<file path="config.mk">
export PLATFORM = sky130hd
export DESIGN_NAME = ussc_top
export DESIGN_NICKNAME = d
export VERILOG_FILES = /design/src/verilog/ussc_pkg.sv /design/src/verilog/ussc_top.sv /design/src/verilog/ussc_fifo.sv /design/src/verilog/ussc_baud.sv
export SDC_FILE = /design/constraint.sdc
export NUM_CORES = 1
export LEC_CHECK = 0
export BUFFER_PORTS_ARGS = -buffer_cell sky130_fd_sc_hd__buf_2
export CELL_PAD_IN_SITES_DETAIL_PLACEMENT = 1
export CELL_PAD_IN_SITES_GLOBAL_PLACEMENT = 2
export CORE_ASPECT_RATIO = 0.6
export CORE_MARGIN = 2
export CORE_UTILIZATION = 42
export DETAILED_ROUTE_END_ITERATION = 10
export PLACE_DENSITY_LB_ADDON = 0.1
export SLEW_MARGIN = 20
export SYNTH_ARGS = -nofsm -noshare
export SYNTH_HDL_FRONTEND = slang
export SYNTH_SLANG_ARGS = --single-unit
</file>
<file path="constraint.sdc">
create_clock -name sys_clk -period 3.5 [get_ports sys_clk]
set_input_delay 0.7 -clock sys_clk [delete_from_list [all_inputs] [get_ports sys_clk]]
set_output_delay 0.7 -clock sys_clk [all_outputs]
set_load 0.02 [all_outputs]
</file>
<file path="src/verilog/ussc_pkg.sv">
// Shared constants of the serial port status and control block
// Assumes one 16-bit register word per index on a plain register port
package ussc_pkg;

	// ----------------------------------------
	// Register port
	// ----------------------------------------
	localparam int ADDR_W = 2;
	localparam int REG_W = 16;
	localparam int DATA_W = 8;
	localparam logic [1:0] REG_STATUS = 2'h0;
	localparam logic [1:0] REG_TXDATA = 2'h1;
	localparam logic [1:0] REG_RXDATA = 2'h2;
	localparam logic [1:0] REG_MODE = 2'h3;

	// ----------------------------------------
	// Status and control field positions
	// ----------------------------------------
	localparam int B_TXISEL1 = 15;
	localparam int B_INV = 14;
	localparam int B_TXISEL0 = 13;
	localparam int B_UNUSED12 = 12;
	localparam int B_BRK = 11;
	localparam int B_TXEN = 10;
	localparam int B_TXBF = 9;
	localparam int B_TXEMPTY = 8;
	localparam int B_RXISEL1 = 7;
	localparam int B_RXISEL0 = 6;
	localparam int B_RXIDLE = 4;
	localparam int B_PERR = 3;
	localparam int B_FERR = 2;
	localparam int B_OERR = 1;
	localparam int B_RXDA = 0;
	localparam int B_IR_ON = 0;

	// ----------------------------------------
	// Modes and states
	// ----------------------------------------
	typedef enum logic [1:0] {
		TXI_PER_CHAR = 2'b00,
		TXI_ALL_DONE = 2'b01,
		TXI_BUF_EMPTY = 2'b10,
		TXI_RESERVED = 2'b11
	} ussc_txi_t;

	localparam logic [1:0] RXI_THREE = 2'b10;
	localparam logic [1:0] RXI_FOUR = 2'b11;

	typedef enum logic [1:0] {
		ST_IDLE = 2'b00,
		ST_START = 2'b01,
		ST_BITS = 2'b10,
		ST_STOP = 2'b11
	} ussc_state_t;

	// ----------------------------------------
	// Counts
	// ----------------------------------------
	localparam int FIFO_DEPTH = 4;
	localparam int RX_THREE_CNT = 3;
	localparam int RX_FOUR_CNT = 4;
	localparam int BREAK_ZEROS = 12;
	localparam int CLKS_PER_BIT = 16;
	localparam int IR_NUM = 3;
	localparam int IR_DEN = 16;
	localparam logic [REG_W-1:0] STATUS_RESET = 16'h0000;

endpackage

</file>
<file path="src/verilog/ussc_top.sv">
// Serial port status and control: transmit and receive shifters, buffers,
// interrupt event selection, break generation, pin ownership and polarity
// Assumes serial_in is synchronous to sys_clk and one register access a cycle
//
// Local design decisions: the address map and the strobed register port.
`timescale 1ns/1ns

// Notes on behaviour
// RQ1: Select 00: event on every buffer-to-shifter move
// RQ2: Select 01: event when last character fully sent
// RQ3: Select 10: event when a move empties buffer
// RQ4: Software never writes transmit select 11
// RQ5: Plain output idles high, low when inverted
// RQ6: Encoded output idles low, high when inverted
// RQ7: Break frame: start, twelve zeros, stop
// RQ8: Break bit self-clears once break is sent
// RQ9: Transmit enable gives pin to serial logic
// RQ10: Disable aborts, flushes buffer, releases pin
// RQ11: Buffer full flag reads one when full
// RQ12: Empty flag one when shifter and buffer empty
// RQ13: Empty flag zero while sending or queued
// RQ14: Select 11: event when buffer reaches four
// RQ15: Select 10: event when buffer reaches three
// RQ16: Select 0x: event on every received character
// RQ17: Bit twelve always reads zero
// RQ18: Full and empty flags track occupancy continuously
module ussc_top import ussc_pkg::*; #(
	parameter int CLKS = CLKS_PER_BIT,
	parameter int DEPTH = FIFO_DEPTH
) (
	// Clock and reset
	input wire logic sys_clk,
	input wire logic rst_n,
	input wire logic clk_en,
	// Register port
	input wire logic [ADDR_W-1:0] reg_addr,
	input wire logic [REG_W-1:0] reg_wdata,
	input wire logic reg_wr,
	input wire logic reg_rd,
	output logic [REG_W-1:0] reg_rdata,
	// Serial line
	output logic serial_out_pin,
	output logic serial_out_en,
	input wire logic serial_in,
	// Events
	output logic tx_irq,
	output logic rx_irq
);
	localparam int CNT_W = $clog2(DEPTH + 1);
	localparam int PH_W = $clog2(CLKS);
	localparam int IR_RAW = (CLKS * IR_NUM) / IR_DEN;
	localparam int IR_CLKS = (IR_RAW < 1) ? 1 : IR_RAW;
	localparam int BIT_W = 4;

	// ----------------------------------------
	// Register state
	// ----------------------------------------
	logic [1:0] tx_sel_q;
	logic inv_q;
	logic brk_q;
	logic txen_q;
	logic [1:0] rx_sel_q;
	logic ir_on_q;
	logic oerr_q;
	logic ferr_q;

	logic wr_status;
	logic wr_txdata;
	logic wr_mode;
	logic rd_rxdata;

	assign wr_status = reg_wr && (reg_addr == REG_STATUS);
	assign wr_txdata = reg_wr && (reg_addr == REG_TXDATA);
	assign wr_mode = reg_wr && (reg_addr == REG_MODE);
	assign rd_rxdata = reg_rd && (reg_addr == REG_RXDATA);

	// ----------------------------------------
	// Transmit buffer
	// ----------------------------------------
	logic tx_push;
	logic tx_pop;
	logic tx_load;
	logic [DATA_W-1:0] tx_head;
	logic [CNT_W-1:0] tx_cnt;
	logic tx_full;
	logic tx_empty;
	logic [CNT_W-1:0] tx_cnt_after;

	assign tx_push = clk_en && wr_txdata && txen_q && !tx_full;

	ussc_fifo #(
		.WIDTH(DATA_W),
		.DEPTH(DEPTH),
		.CNT_W(CNT_W)
	) u_tx_fifo (
		.sys_clk(sys_clk),
		.rst_n(rst_n),
		.clk_en(clk_en),
		.flush(!txen_q), // RQ10
		.push(tx_push),
		.wdata(reg_wdata[DATA_W-1:0]),
		.pop(tx_pop),
		.rdata(tx_head),
		.count(tx_cnt),
		.full(tx_full),
		.empty(tx_empty)
	);

	assign tx_cnt_after = tx_cnt + CNT_W'(tx_push) - CNT_W'(tx_pop);

	// ----------------------------------------
	// Transmit shifter
	// ----------------------------------------
	ussc_state_t tx_state_q;
	logic [DATA_W-1:0] tx_shift_q;
	logic [BIT_W-1:0] tx_bit_q;
	logic tx_brk_frame_q;
	logic tx_tick;
	logic [PH_W-1:0] tx_phase;
	logic tx_done;
	logic [BIT_W-1:0] tx_last_bit;

	assign tx_load = clk_en && txen_q && (tx_state_q == ST_IDLE) && (brk_q || !tx_empty);
	assign tx_pop = tx_load && !brk_q;
	assign tx_done = (tx_state_q == ST_STOP) && tx_tick;
	assign tx_last_bit = tx_brk_frame_q ? BIT_W'(BREAK_ZEROS - 1) : BIT_W'(DATA_W - 1);

	ussc_baud #(
		.CLKS(CLKS),
		.CNT_W(PH_W)
	) u_tx_baud (
		.sys_clk(sys_clk),
		.rst_n(rst_n),
		.clk_en(clk_en),
		.restart(tx_load),
		.bit_tick(tx_tick),
		.half_tick(),
		.phase(tx_phase)
	);

	always_ff @(posedge sys_clk or negedge rst_n) begin
		if (!rst_n) begin
			tx_state_q <= ST_IDLE;
			tx_shift_q <= '0;
			tx_bit_q <= '0;
			tx_brk_frame_q <= 1'b0;
		end else if (clk_en) begin
			if (!txen_q) begin
				tx_state_q <= ST_IDLE; // RQ10
				tx_brk_frame_q <= 1'b0;
			end else begin
				case (tx_state_q)
					ST_IDLE: begin
						if (tx_load) begin
							tx_state_q <= ST_START;
							tx_shift_q <= brk_q ? '0 : tx_head; // RQ7
							tx_brk_frame_q <= brk_q;
						end
					end
					ST_START: begin
						if (tx_tick) begin
							tx_state_q <= ST_BITS;
							tx_bit_q <= '0;
						end
					end
					ST_BITS: begin
						if (tx_tick) begin
							tx_shift_q <= tx_shift_q >> 1;
							if (tx_bit_q == tx_last_bit) begin
								tx_state_q <= ST_STOP; // RQ7
							end else begin
								tx_bit_q <= tx_bit_q + 1'b1;
							end
						end
					end
					ST_STOP: begin
						if (tx_tick) begin
							tx_state_q <= ST_IDLE;
							tx_brk_frame_q <= 1'b0;
						end
					end
					default: begin
						tx_state_q <= ST_IDLE;
					end
				endcase
			end
		end
	end

	// ----------------------------------------
	// Output pin: polarity, encoding, ownership
	// ----------------------------------------
	logic tx_raw;
	logic tx_ir;

	always_comb begin
		case (tx_state_q)
			ST_START: tx_raw = 1'b0;
			ST_BITS: tx_raw = tx_shift_q[0];
			default: tx_raw = 1'b1;
		endcase
	end

	assign tx_ir = !tx_raw && (tx_phase < PH_W'(IR_CLKS));

	always_ff @(posedge sys_clk or negedge rst_n) begin
		if (!rst_n) begin
			serial_out_pin <= 1'b1;
			serial_out_en <= 1'b0;
		end else if (clk_en) begin
			serial_out_en <= txen_q; // RQ9
			if (ir_on_q) begin
				serial_out_pin <= tx_ir ^ inv_q; // RQ6
			end else begin
				serial_out_pin <= tx_raw ^ inv_q; // RQ5
			end
		end
	end

	// ----------------------------------------
	// Transmit event selection
	// ----------------------------------------
	function automatic logic tx_event(input logic [1:0] sel, input logic pop, input logic done,
			input logic [CNT_W-1:0] after, input logic brk);
		case (sel)
			TXI_PER_CHAR: tx_event = pop;
			TXI_ALL_DONE: tx_event = done && (after == '0) && !brk;
			TXI_BUF_EMPTY: tx_event = pop && (after == '0);
			default: tx_event = 1'b0;
		endcase
	endfunction

	always_ff @(posedge sys_clk or negedge rst_n) begin
		if (!rst_n) begin
			tx_irq <= 1'b0;
		end else if (clk_en) begin
			// RQ1 RQ2 RQ3 RQ4
			tx_irq <= tx_event(tx_sel_q, tx_pop, tx_done && txen_q, tx_cnt_after, brk_q && !tx_brk_frame_q);
		end
	end

	// ----------------------------------------
	// Receive shifter
	// ----------------------------------------
	ussc_state_t rx_state_q;
	logic [DATA_W-1:0] rx_shift_q;
	logic [BIT_W-1:0] rx_bit_q;
	logic rx_restart;
	logic rx_half;
	logic rx_stop;
	logic rx_push;
	logic rx_pop;
	logic [DATA_W-1:0] rx_head;
	logic [CNT_W-1:0] rx_cnt;
	logic [CNT_W-1:0] rx_cnt_after;
	logic rx_full;
	logic rx_empty;

	assign rx_restart = (rx_state_q == ST_IDLE) && !serial_in;
	assign rx_stop = clk_en && (rx_state_q == ST_STOP) && rx_half;
	assign rx_push = rx_stop && !rx_full;
	assign rx_pop = clk_en && rd_rxdata && !rx_empty;

	ussc_baud #(
		.CLKS(CLKS),
		.CNT_W(PH_W)
	) u_rx_baud (
		.sys_clk(sys_clk),
		.rst_n(rst_n),
		.clk_en(clk_en),
		.restart(rx_restart),
		.bit_tick(),
		.half_tick(rx_half),
		.phase()
	);

	always_ff @(posedge sys_clk or negedge rst_n) begin
		if (!rst_n) begin
			rx_state_q <= ST_IDLE;
			rx_shift_q <= '0;
			rx_bit_q <= '0;
		end else if (clk_en) begin
			case (rx_state_q)
				ST_IDLE: begin
					if (!serial_in) begin
						rx_state_q <= ST_START;
					end
				end
				ST_START: begin
					if (rx_half) begin
						rx_state_q <= serial_in ? ST_IDLE : ST_BITS;
						rx_bit_q <= '0;
					end
				end
				ST_BITS: begin
					if (rx_half) begin
						rx_shift_q <= {serial_in, rx_shift_q[DATA_W-1:1]};
						if (rx_bit_q == BIT_W'(DATA_W - 1)) begin
							rx_state_q <= ST_STOP;
						end else begin
							rx_bit_q <= rx_bit_q + 1'b1;
						end
					end
				end
				ST_STOP: begin
					if (rx_half) begin
						rx_state_q <= ST_IDLE;
					end
				end
				default: begin
					rx_state_q <= ST_IDLE;
				end
			endcase
		end
	end

	ussc_fifo #(
		.WIDTH(DATA_W),
		.DEPTH(DEPTH),
		.CNT_W(CNT_W)
	) u_rx_fifo (
		.sys_clk(sys_clk),
		.rst_n(rst_n),
		.clk_en(clk_en),
		.flush(1'b0),
		.push(rx_push),
		.wdata(rx_shift_q),
		.pop(rx_pop),
		.rdata(rx_head),
		.count(rx_cnt),
		.full(rx_full),
		.empty(rx_empty)
	);

	assign rx_cnt_after = rx_cnt + CNT_W'(rx_push) - CNT_W'(rx_pop);

	// ----------------------------------------
	// Receive event selection
	// ----------------------------------------
	always_ff @(posedge sys_clk or negedge rst_n) begin
		if (!rst_n) begin
			rx_irq <= 1'b0;
		end else if (clk_en) begin
			case (rx_sel_q)
				RXI_FOUR: rx_irq <= rx_push && (rx_cnt_after == CNT_W'(RX_FOUR_CNT)); // RQ14
				RXI_THREE: rx_irq <= rx_push && (rx_cnt_after == CNT_W'(RX_THREE_CNT)); // RQ15
				default: rx_irq <= rx_push; // RQ16
			endcase
		end
	end

	// ----------------------------------------
	// Control fields
	// ----------------------------------------
	always_ff @(posedge sys_clk or negedge rst_n) begin
		if (!rst_n) begin
			tx_sel_q <= 2'h0;
			inv_q <= 1'b0;
			txen_q <= 1'b0;
			rx_sel_q <= 2'h0;
			ir_on_q <= 1'b0;
		end else if (clk_en) begin
			if (wr_status) begin
				tx_sel_q <= {reg_wdata[B_TXISEL1], reg_wdata[B_TXISEL0]};
				inv_q <= reg_wdata[B_INV];
				txen_q <= reg_wdata[B_TXEN];
				rx_sel_q <= {reg_wdata[B_RXISEL1], reg_wdata[B_RXISEL0]};
			end
			if (wr_mode) begin
				ir_on_q <= reg_wdata[B_IR_ON];
			end
		end
	end

	// Break request: a software set wins over the completion clear
	always_ff @(posedge sys_clk or negedge rst_n) begin
		if (!rst_n) begin
			brk_q <= 1'b0;
		end else if (clk_en) begin
			if (wr_status && reg_wdata[B_BRK]) begin
				brk_q <= 1'b1;
			end else if (tx_done && tx_brk_frame_q) begin
				brk_q <= 1'b0; // RQ8
			end else if (wr_status || !txen_q) begin
				brk_q <= 1'b0;
			end
		end
	end

	// Receive error flags: overrun is cleared by writing zero, set wins
	always_ff @(posedge sys_clk or negedge rst_n) begin
		if (!rst_n) begin
			oerr_q <= 1'b0;
			ferr_q <= 1'b0;
		end else if (clk_en) begin
			if (rx_stop && rx_full) begin
				oerr_q <= 1'b1;
			end else if (wr_status && !reg_wdata[B_OERR]) begin
				oerr_q <= 1'b0;
			end
			if (rx_push) begin
				ferr_q <= !serial_in;
			end
		end
	end

	// ----------------------------------------
	// Read data
	// ----------------------------------------
	logic [REG_W-1:0] status_word;

	always_comb begin
		status_word = STATUS_RESET;
		status_word[B_TXISEL1] = tx_sel_q[1];
		status_word[B_INV] = inv_q;
		status_word[B_TXISEL0] = tx_sel_q[0];
		status_word[B_UNUSED12] = 1'b0; // RQ17
		status_word[B_BRK] = brk_q;
		status_word[B_TXEN] = txen_q;
		status_word[B_TXBF] = tx_full; // RQ11 RQ18
		status_word[B_TXEMPTY] = tx_empty && (tx_state_q == ST_IDLE); // RQ12 RQ13 RQ18
		status_word[B_RXISEL1] = rx_sel_q[1];
		status_word[B_RXISEL0] = rx_sel_q[0];
		status_word[B_RXIDLE] = (rx_state_q == ST_IDLE);
		status_word[B_PERR] = 1'b0;
		status_word[B_FERR] = ferr_q;
		status_word[B_OERR] = oerr_q;
		status_word[B_RXDA] = !rx_empty;
	end

	always_ff @(posedge sys_clk or negedge rst_n) begin
		if (!rst_n) begin
			reg_rdata <= '0;
		end else if (clk_en) begin
			if (reg_rd) begin
				case (reg_addr)
					REG_STATUS: reg_rdata <= status_word;
					REG_RXDATA: reg_rdata <= REG_W'(rx_head);
					REG_MODE: reg_rdata <= REG_W'(ir_on_q);
					default: reg_rdata <= '0;
				endcase
			end else begin
				reg_rdata <= '0;
			end
		end
	end
endmodule

</file>
<file path="src/verilog/ussc_fifo.sv">
// Flip-flop FIFO used as transmit and receive character buffer
// Assumes the caller never pushes when full nor pops when empty
`timescale 1ns/1ns
module ussc_fifo import ussc_pkg::*; #(
	parameter int WIDTH = 8,
	parameter int DEPTH = 4,
	parameter int CNT_W = $clog2(DEPTH + 1)
) (
	// Clock and reset
	input wire logic sys_clk,
	input wire logic rst_n,
	input wire logic clk_en,
	// Control
	input wire logic flush,
	input wire logic push,
	input wire logic [WIDTH-1:0] wdata,
	input wire logic pop,
	// State
	output logic [WIDTH-1:0] rdata,
	output logic [CNT_W-1:0] count,
	output logic full,
	output logic empty
);
	localparam int PTR_W = (DEPTH > 1) ? $clog2(DEPTH) : 1;

	logic [WIDTH-1:0] mem_q [DEPTH];
	logic [PTR_W-1:0] wr_q;
	logic [PTR_W-1:0] rd_q;
	logic [CNT_W-1:0] cnt_q;

	function automatic logic [PTR_W-1:0] ptr_next(input logic [PTR_W-1:0] p);
		ptr_next = (p == PTR_W'(DEPTH - 1)) ? '0 : p + 1'b1;
	endfunction

	always_ff @(posedge sys_clk) begin
		if (clk_en && push) begin
			mem_q[wr_q] <= wdata;
		end
	end

	always_ff @(posedge sys_clk or negedge rst_n) begin
		if (!rst_n) begin
			wr_q <= '0;
			rd_q <= '0;
			cnt_q <= '0;
		end else if (clk_en) begin
			if (flush) begin
				wr_q <= '0;
				rd_q <= '0;
				cnt_q <= '0;
			end else begin
				if (push) begin
					wr_q <= ptr_next(wr_q);
				end
				if (pop) begin
					rd_q <= ptr_next(rd_q);
				end
				cnt_q <= cnt_q + CNT_W'(push) - CNT_W'(pop);
			end
		end
	end

	assign rdata = mem_q[rd_q];
	assign count = cnt_q;
	assign full = (cnt_q == CNT_W'(DEPTH));
	assign empty = (cnt_q == '0);
endmodule

</file>
<file path="src/verilog/ussc_baud.sv">
// Bit period timer: end-of-bit and mid-bit ticks plus the phase count
// Assumes restart is raised in the cycle a frame or bit search begins
`timescale 1ns/1ns
module ussc_baud import ussc_pkg::*; #(
	parameter int CLKS = CLKS_PER_BIT,
	parameter int CNT_W = $clog2(CLKS)
) (
	// Clock and reset
	input wire logic sys_clk,
	input wire logic rst_n,
	input wire logic clk_en,
	// Control
	input wire logic restart,
	// Ticks
	output logic bit_tick,
	output logic half_tick,
	output logic [CNT_W-1:0] phase
);
	logic [CNT_W-1:0] cnt_q;

	always_ff @(posedge sys_clk or negedge rst_n) begin
		if (!rst_n) begin
			cnt_q <= '0;
		end else if (clk_en) begin
			if (restart || bit_tick) begin
				cnt_q <= '0;
			end else begin
				cnt_q <= cnt_q + 1'b1;
			end
		end
	end

	assign bit_tick = !restart && (cnt_q == CNT_W'(CLKS - 1));
	assign half_tick = !restart && (cnt_q == CNT_W'(CLKS / 2 - 1));
	assign phase = cnt_q;
endmodule

</file>
==> impl_metrics.yaml, run 1 <==
run_status:
  status: "finished, final reports clean"
cells_and_area:
  syn_to_final_growth_pct: 16.5
  final_common_cell: "dfrtp_1"
  layout_common_cells: "dfrtp_1 (79), edfxtp_1 (64), nand2_1 (39), buf_2 (38), o21ai_0 (32)"
  diodes: 0
  fin_util: 0.494
  nets: 593
  layout-drive-gt1-share: 0.231
  final_cells: 761
global_routing:
  antenna_found_initial: 0
  grt_pass1_wl_um: 25100
  grt_use_met3: 0.0426
  use_met1: 0.322
  grt_pass1_vias: 4389
  track_usage: 0.207
  grt_use_met2: 0.294
  gr-total-overflow: 0
  busiest_layer: "met1"
  grt_max_degree: 81
clock_network:
  clockBufferDepth: 2
  clockRootBuffer: "clkbuf_16"
  cts_buffers: 17
  ctsHtreeMaxLevel: 4
  clkTransAtPathRegs_ps: 70
  cts_tree: "built"
  clkSinkCount: 144
  cts_resized: 0
  clock_latency_ps: 440
critical_path:
  ff2ff_setup_slack_ps: 280
  crit_arrival_ps: 3580
  worstReg2RegEnd: "tx_irq"
  endpoint_kind: "flop"
  crit_path_max_fanout: 3
  cp.required_ps: 3860
  path_class: "reg -> reg"
  crit_path_start_kind: "flop"
  ff2ff_path_depth: 15
  r2r-start: "tx_state_q[0]"
timing:
  maxSlewHeadroom: 0.372
  fin_crit_ps: 3220
  tightest_slew_ps: 929
  fin_crit_sh: 0.921
  slew_violations: 0
  setup-violations-final: 0
  hold_violations: 0
  timing.fmax_mhz: 310
  fin_hold_ws_ps: 283
  fin_tns_setup_ps: 0
  skew_ps: 26.9
floorplan:
  ios: 44
  core_um2: 15200
  die_h_um: 100
  die-area_um2: 16400
  placementRows: 35
  start_util: 0.424
  die_w_um: 164
logic_synthesis:
  syn_nets: 538
  yosysTopAreaCell: "dfrtp_1"
  ys_warn_count: 0
  synth-edff-count: 64
  yosys.area.top_type_share: 0.307
  synth_seq_cells: 144
  synth_area_leaders: "dfrtp_1 (31%), edfxtp_1 (30%), mux4_2 (5.6%)"
  yosysSeqAreaShare: 0.609
  synth_cell_types: 61
  async_reset_ff_frac: 0.556
  synth_ff_type: "dfrtp_1"
  synthCells: 490
  syn_area_um2: 6450
  syn_area_per_cell_um2: 13.2
drt:
  drcViolationCount: 0
  antenna_left: 0
  wl_per_cell_um: 20.5
  wl_um: 15600
  dr.pass1.iters: 4
  via_per_inst: 5.45
  drt-initial-drc-count: 295
  routed-via-count: 4150
power_and_ir_drop:
  powerDensity_nw_per_um2: 695
  seqPwrFrac: 0.433
  leakagePower_nw: 3.16
  sw_frac_of_total: 0.329
  ir_drop_mv: 0.247
  clockPowerShare: 0.331
  pwr-share-comb: 0.235
  intPower_mw: 3.50
  switching_power_mw: 1.71
placement:
  numPortBuffers: 39
  place_hpwl_um: 10900
  routabilityCongestion: 0.755
  dp_cells: 727
job:
  maxCapViolations: 0
worst_hold_path:
  hold_path_class: "in -> async"
## flip-flops by register name, indices dropped and copies added (netlist names), 3 cells and up, named ones only
register         cells
u_rx_fifo.mem_q     32
u_rx_fifo.count      3
rx_shift_q           8
reg_rdata           15
u_tx_baud.phase      4
rx_bit_q             4
tx_bit_q             4
tx_shift_q           8
u_tx_fifo.count      3
u_rx_baud.phase      4
u_tx_fifo.mem_q     32
## routing by layer
metal | up-vias | wire (um)
met3 | 8 | 532
met2 | 59 | 6720
met1 | 2150 | 8240
li1 | 1933 | -
met5 | - | 0
met4 | 0 | 88
## timing repair
item,4_1_cts,5_1_grt
hold buffers,0,0
setup endpoints to repair,0,1
setup buffers,0,2
## how the worst max path moves through the flow
stage          cells past startpoint  slack (ps)      to          start
2_1_floorplan                     13         200  rx_irq         clk_en
3_3_place_gp                      13         280  rx_irq         clk_en
3_5_place_dp                      13         200  rx_irq         clk_en
4_1_cts                           15         190  tx_irq  tx_state_q[0]
5_1_grt                           15          -3  tx_irq  tx_state_q[0]
6_report                          15         280  tx_irq  tx_state_q[0]
## power by group through the flow
stage	clock (mW)	sequential [mW]	combinational [mW]
floorplan	0	2.19	0.874
global placement	0	2.28	1.16
detailed placement	0	2.30	1.22
CTS	1.76	2.27	1.22
global route	1.82	2.31	1.38
finish	1.73	2.26	1.23
## cell usage after synthesis (8+ instances only)
cell type,number
a22oi_1,9
ha_1,22
mux4_2,16
mux2_2,19
nand2_1,39
nor2_1,22
a22o_1,13
inv_1,23
clkbuf_1,16
o21ai_0,32
dfrtp_1,79
nor2b_1,8
nand3_1,20
edfxtp_1,64
and2_1,10
## through the flow
stage,power (mW),instance area [um2],worst slack [ps]
6_report,5.22,7510,276
5_1_grt,5.51,7510,-2.63
4_1_cts,5.25,7490,187
3_5_place_dp,3.51,6930,196
3_3_place_gp,3.44,6930,283
2_1_floorplan,3.06,6450,200
## critical path, cell delays in order (launching register included)
cell	delay, ps
dfrtp_1	400
inv_1	120
ha_1	220
o41a_1	250
nand3_1	120
nor2_1	140
ha_1	250
inv_1	60
ha_1	130
inv_1	50
fa_1	370
xor2_1	250
xnor2_1	100
or3b_1	390
o32ai_1	150
a22o_1	160
## logic make-up (layout without fill, tap and decap cells)
group           Yosys count  in the layout  share of synthesized area
buf+inv                  46            114                     0.0287
other cells               1              1                   0.000582
fa+ha+maj                24             24                     0.0489
compound gates           99             99                      0.107
xor+xnor                  6              6                    0.00815
flops                   144            144                      0.609
mux                      40             40                     0.0968
simple gates            130            130                      0.101
## area by class of cell
cell class | instances | area, um2
fill | 1529 | 7690
sequential | 144 | 3930
multi-input combinational | 300 | 2340
clock buffer | 19 | 443
timing repair buffer | 58 | 344
tap | 203 | 254
clock inverter | 13 | 116
inverter | 24 | 90.1
Note: power is estimated with default switching activity, not from simulation.
==> run 2: changes to the inputs <==
- CORE_UTILIZATION: 42 -> 35
- MAX_ROUTING_LAYER: not set -> met4
- SYNTH_HIERARCHICAL: not set -> 1
==> impl_metrics.yaml, run 2 <==
timing:
  hold_violations: 0
  fin_crit_ps: 3120
  setup-violations-final: 0
  fin_tns_setup_ps: 0
  slew_violations: 0
  finalWorstSetupSlack_ps: 380
  rsz0062_at_grt: "no"
  maxSlewHeadroom: 0.527
  tightest_slew_ps: 710
  skew_ps: 9.35
  fin_crit_sh: 0.891
  timing.fmax_mhz: 321
power_and_ir_drop:
  clockPowerShare: 0.391
  intPower_mw: 3.55
  finalPower_mw: 4.98
  powerDensity_nw_per_um2: 624
  leakagePower_nw: 3.34
  ir_drop_mv: 0.338
  sw_frac_of_total: 0.287
  seqPwrFrac: 0.431
  switching_power_mw: 1.43
  pwr-share-comb: 0.178
logic_synthesis:
  synthCells: 525
  syn_area_um2: 6800
  syn_area_per_cell_um2: 13.0
  ys_warn_count: 6
critical_path:
  crit_path_max_fanout: 10
  endpoint_kind: "flop"
  cp.required_ps: 3810
  cpLargestDelayFamily: "simple AND/OR/NAND/NOR gates"
  crit_path_start_kind: "flop"
  crit_path_max_incr_delay_ps: 520
  path_class: "reg -> reg"
  cp_num_buf_inv: 1
  slowest_stage: "dfrtp_1"
  crit_path_cell_trace: "nor3_1 -> nor3_1 -> and2_1 -> nand3_1 -> nor2_1 -> ha_1 -> inv_1 -> fa_1 -> xnor3_1 -> nand2_1 -> o211ai_1 -> a22o_1"
  crit_top_cell: "nor3_1"
  crit_arrival_ps: 3430
floorplan:
  die-area_um2: 20600
  start_util: 0.357
  placementRows: 39
  die_w_um: 184
  die_h_um: 112
  ios: 44
  core_um2: 19000
clock_network:
  clock_latency_ps: 430
  clkSinkCount: 144
  ctsHtreeMaxLevel: 4
  clkTransAtPathRegs_ps: 60
  cts_buffers: 17
  cts_tree: "built"
  clockRootBuffer: "clkbuf_16"
  clockBufferDepth: 2
  postCtsSetupBuffers: 0
  cts_resized: 0
  cts_hold_buffers: 0
global_routing:
  grt_pass1_vias: 4699
  grt_pass1_wl_um: 27500
  antenna_found_initial: 0
  grt_max_degree: 32
  track_usage: 0.186
  gr-total-overflow: 0
job:
  maxCapViolations: 0
cells_and_area:
  nets: 637
  diodes: 0
  largestRegisters: "u_rx_fifo/mem_q (32), u_tx_fifo/mem_q (32), reg_rdata (15)"
  layout-drive-gt1-share: 0.223
  final_area_um2: 7980
  final_common_cell: "dfrtp_1"
  syn_to_final_growth_pct: 17.3
  layout_common_cells: "dfrtp_1 (79), edfxtp_1 (64), inv_1 (39), buf_2 (38), nand2_1 (33)"
  final_cells: 842
placement:
  dp_slack_ps: 124
  placed_area_um2: 7350
  place_hpwl_um: 12300
  numPortBuffers: 39
  dp_cells: 810
  routabilityCongestion: 0.766
drt:
  drt-initial-drc-count: 266
  drcViolationCount: 0
  wl_per_cell_um: 20.3
  dr.pass1.iters: 4
  routed-via-count: 4411
  antenna_left: 0
  wl_um: 17100
  via_per_inst: 5.24
worst_hold_path:
  hold_path_class: "in -> async"
run_status:
  status: "finished, final reports clean"
==> run 2: path summary, 6_finish.rpt <==
| check | slack [ps] | startpoint | endpoint | cells after the start |
|---|---|---|---|---|
| worst max register to register | 380 | rx_state_q[0] | rx_irq | 12 |
| worst max-delay path | 380 | rx_state_q[0] | rx_irq | 12 |
| worst min register to register | 510 | reg_rdata[5] | reg_rdata[5] | 1 |
| worst min-delay path | 210 | rst_n | rx_bit_q[3] | 1 |
| max in group asynchronous | 2490 | rst_n | serial_out_pin | 2 |
| min in group sys_clk | 490 | reg_wdata[2] | u_tx_fifo/mem_q[1][2] | 1 |
==> run 2: worst reg2reg max path, cell delays in order, from the launching register on <==
cell,delay (ps)
dfrtp_1,520
nor3_1,170
nor3_1,360
and2_1,270
nand3_1,130
nor2_1,350
ha_1,210
inv_1,50
fa_1,390
xnor3_1,210
nand2_1,70
o211ai_1,80
a22o_1,200
==> run 2: metal layers <==
metal / up-vias / wire length [um] / track usage
met5: - / 0 / -
met4: 0 / 155 / 0.0464
met3: 11 / 694 / 0.0451
met2: 52 / 7020 / 0.246
met1: 2282 / 9260 / 0.282
li1: 2066 / - / -
==> run 2: layout make-up <==
cell class	count	area [um2]
tap	246	308
sequential	144	3930
inverter	42	158
timing repair buffer	60	355
multi-input combinational	318	2610
clock buffer	20	447
clock inverter	12	181
fill	2010	11100
==> run 2: stage by stage <==
| step | hold WS, ps | utilization |
|---|---|---|
| floorplan | 404 | - |
| CTS | 212 | 0.419 |
| global route | 229 | 0.419 |
| finish | 214 | 0.419 |
| detailed placement | 496 | 0.386 |
| global placement | 490 | 0.386 |
==> run 2: power groups by stage <==
stage / Clock (mW) / Sequential (mW) / Combinational (mW)
after floorplan: 0 / 2.12 / 0.637
after global placement: 0 / 2.17 / 0.860
after CTS: 1.99 / 2.15 / 0.894
final: 1.95 / 2.14 / 0.887
after detailed placement: 0 / 2.18 / 0.889
after global routing: 2.06 / 2.18 / 1.01
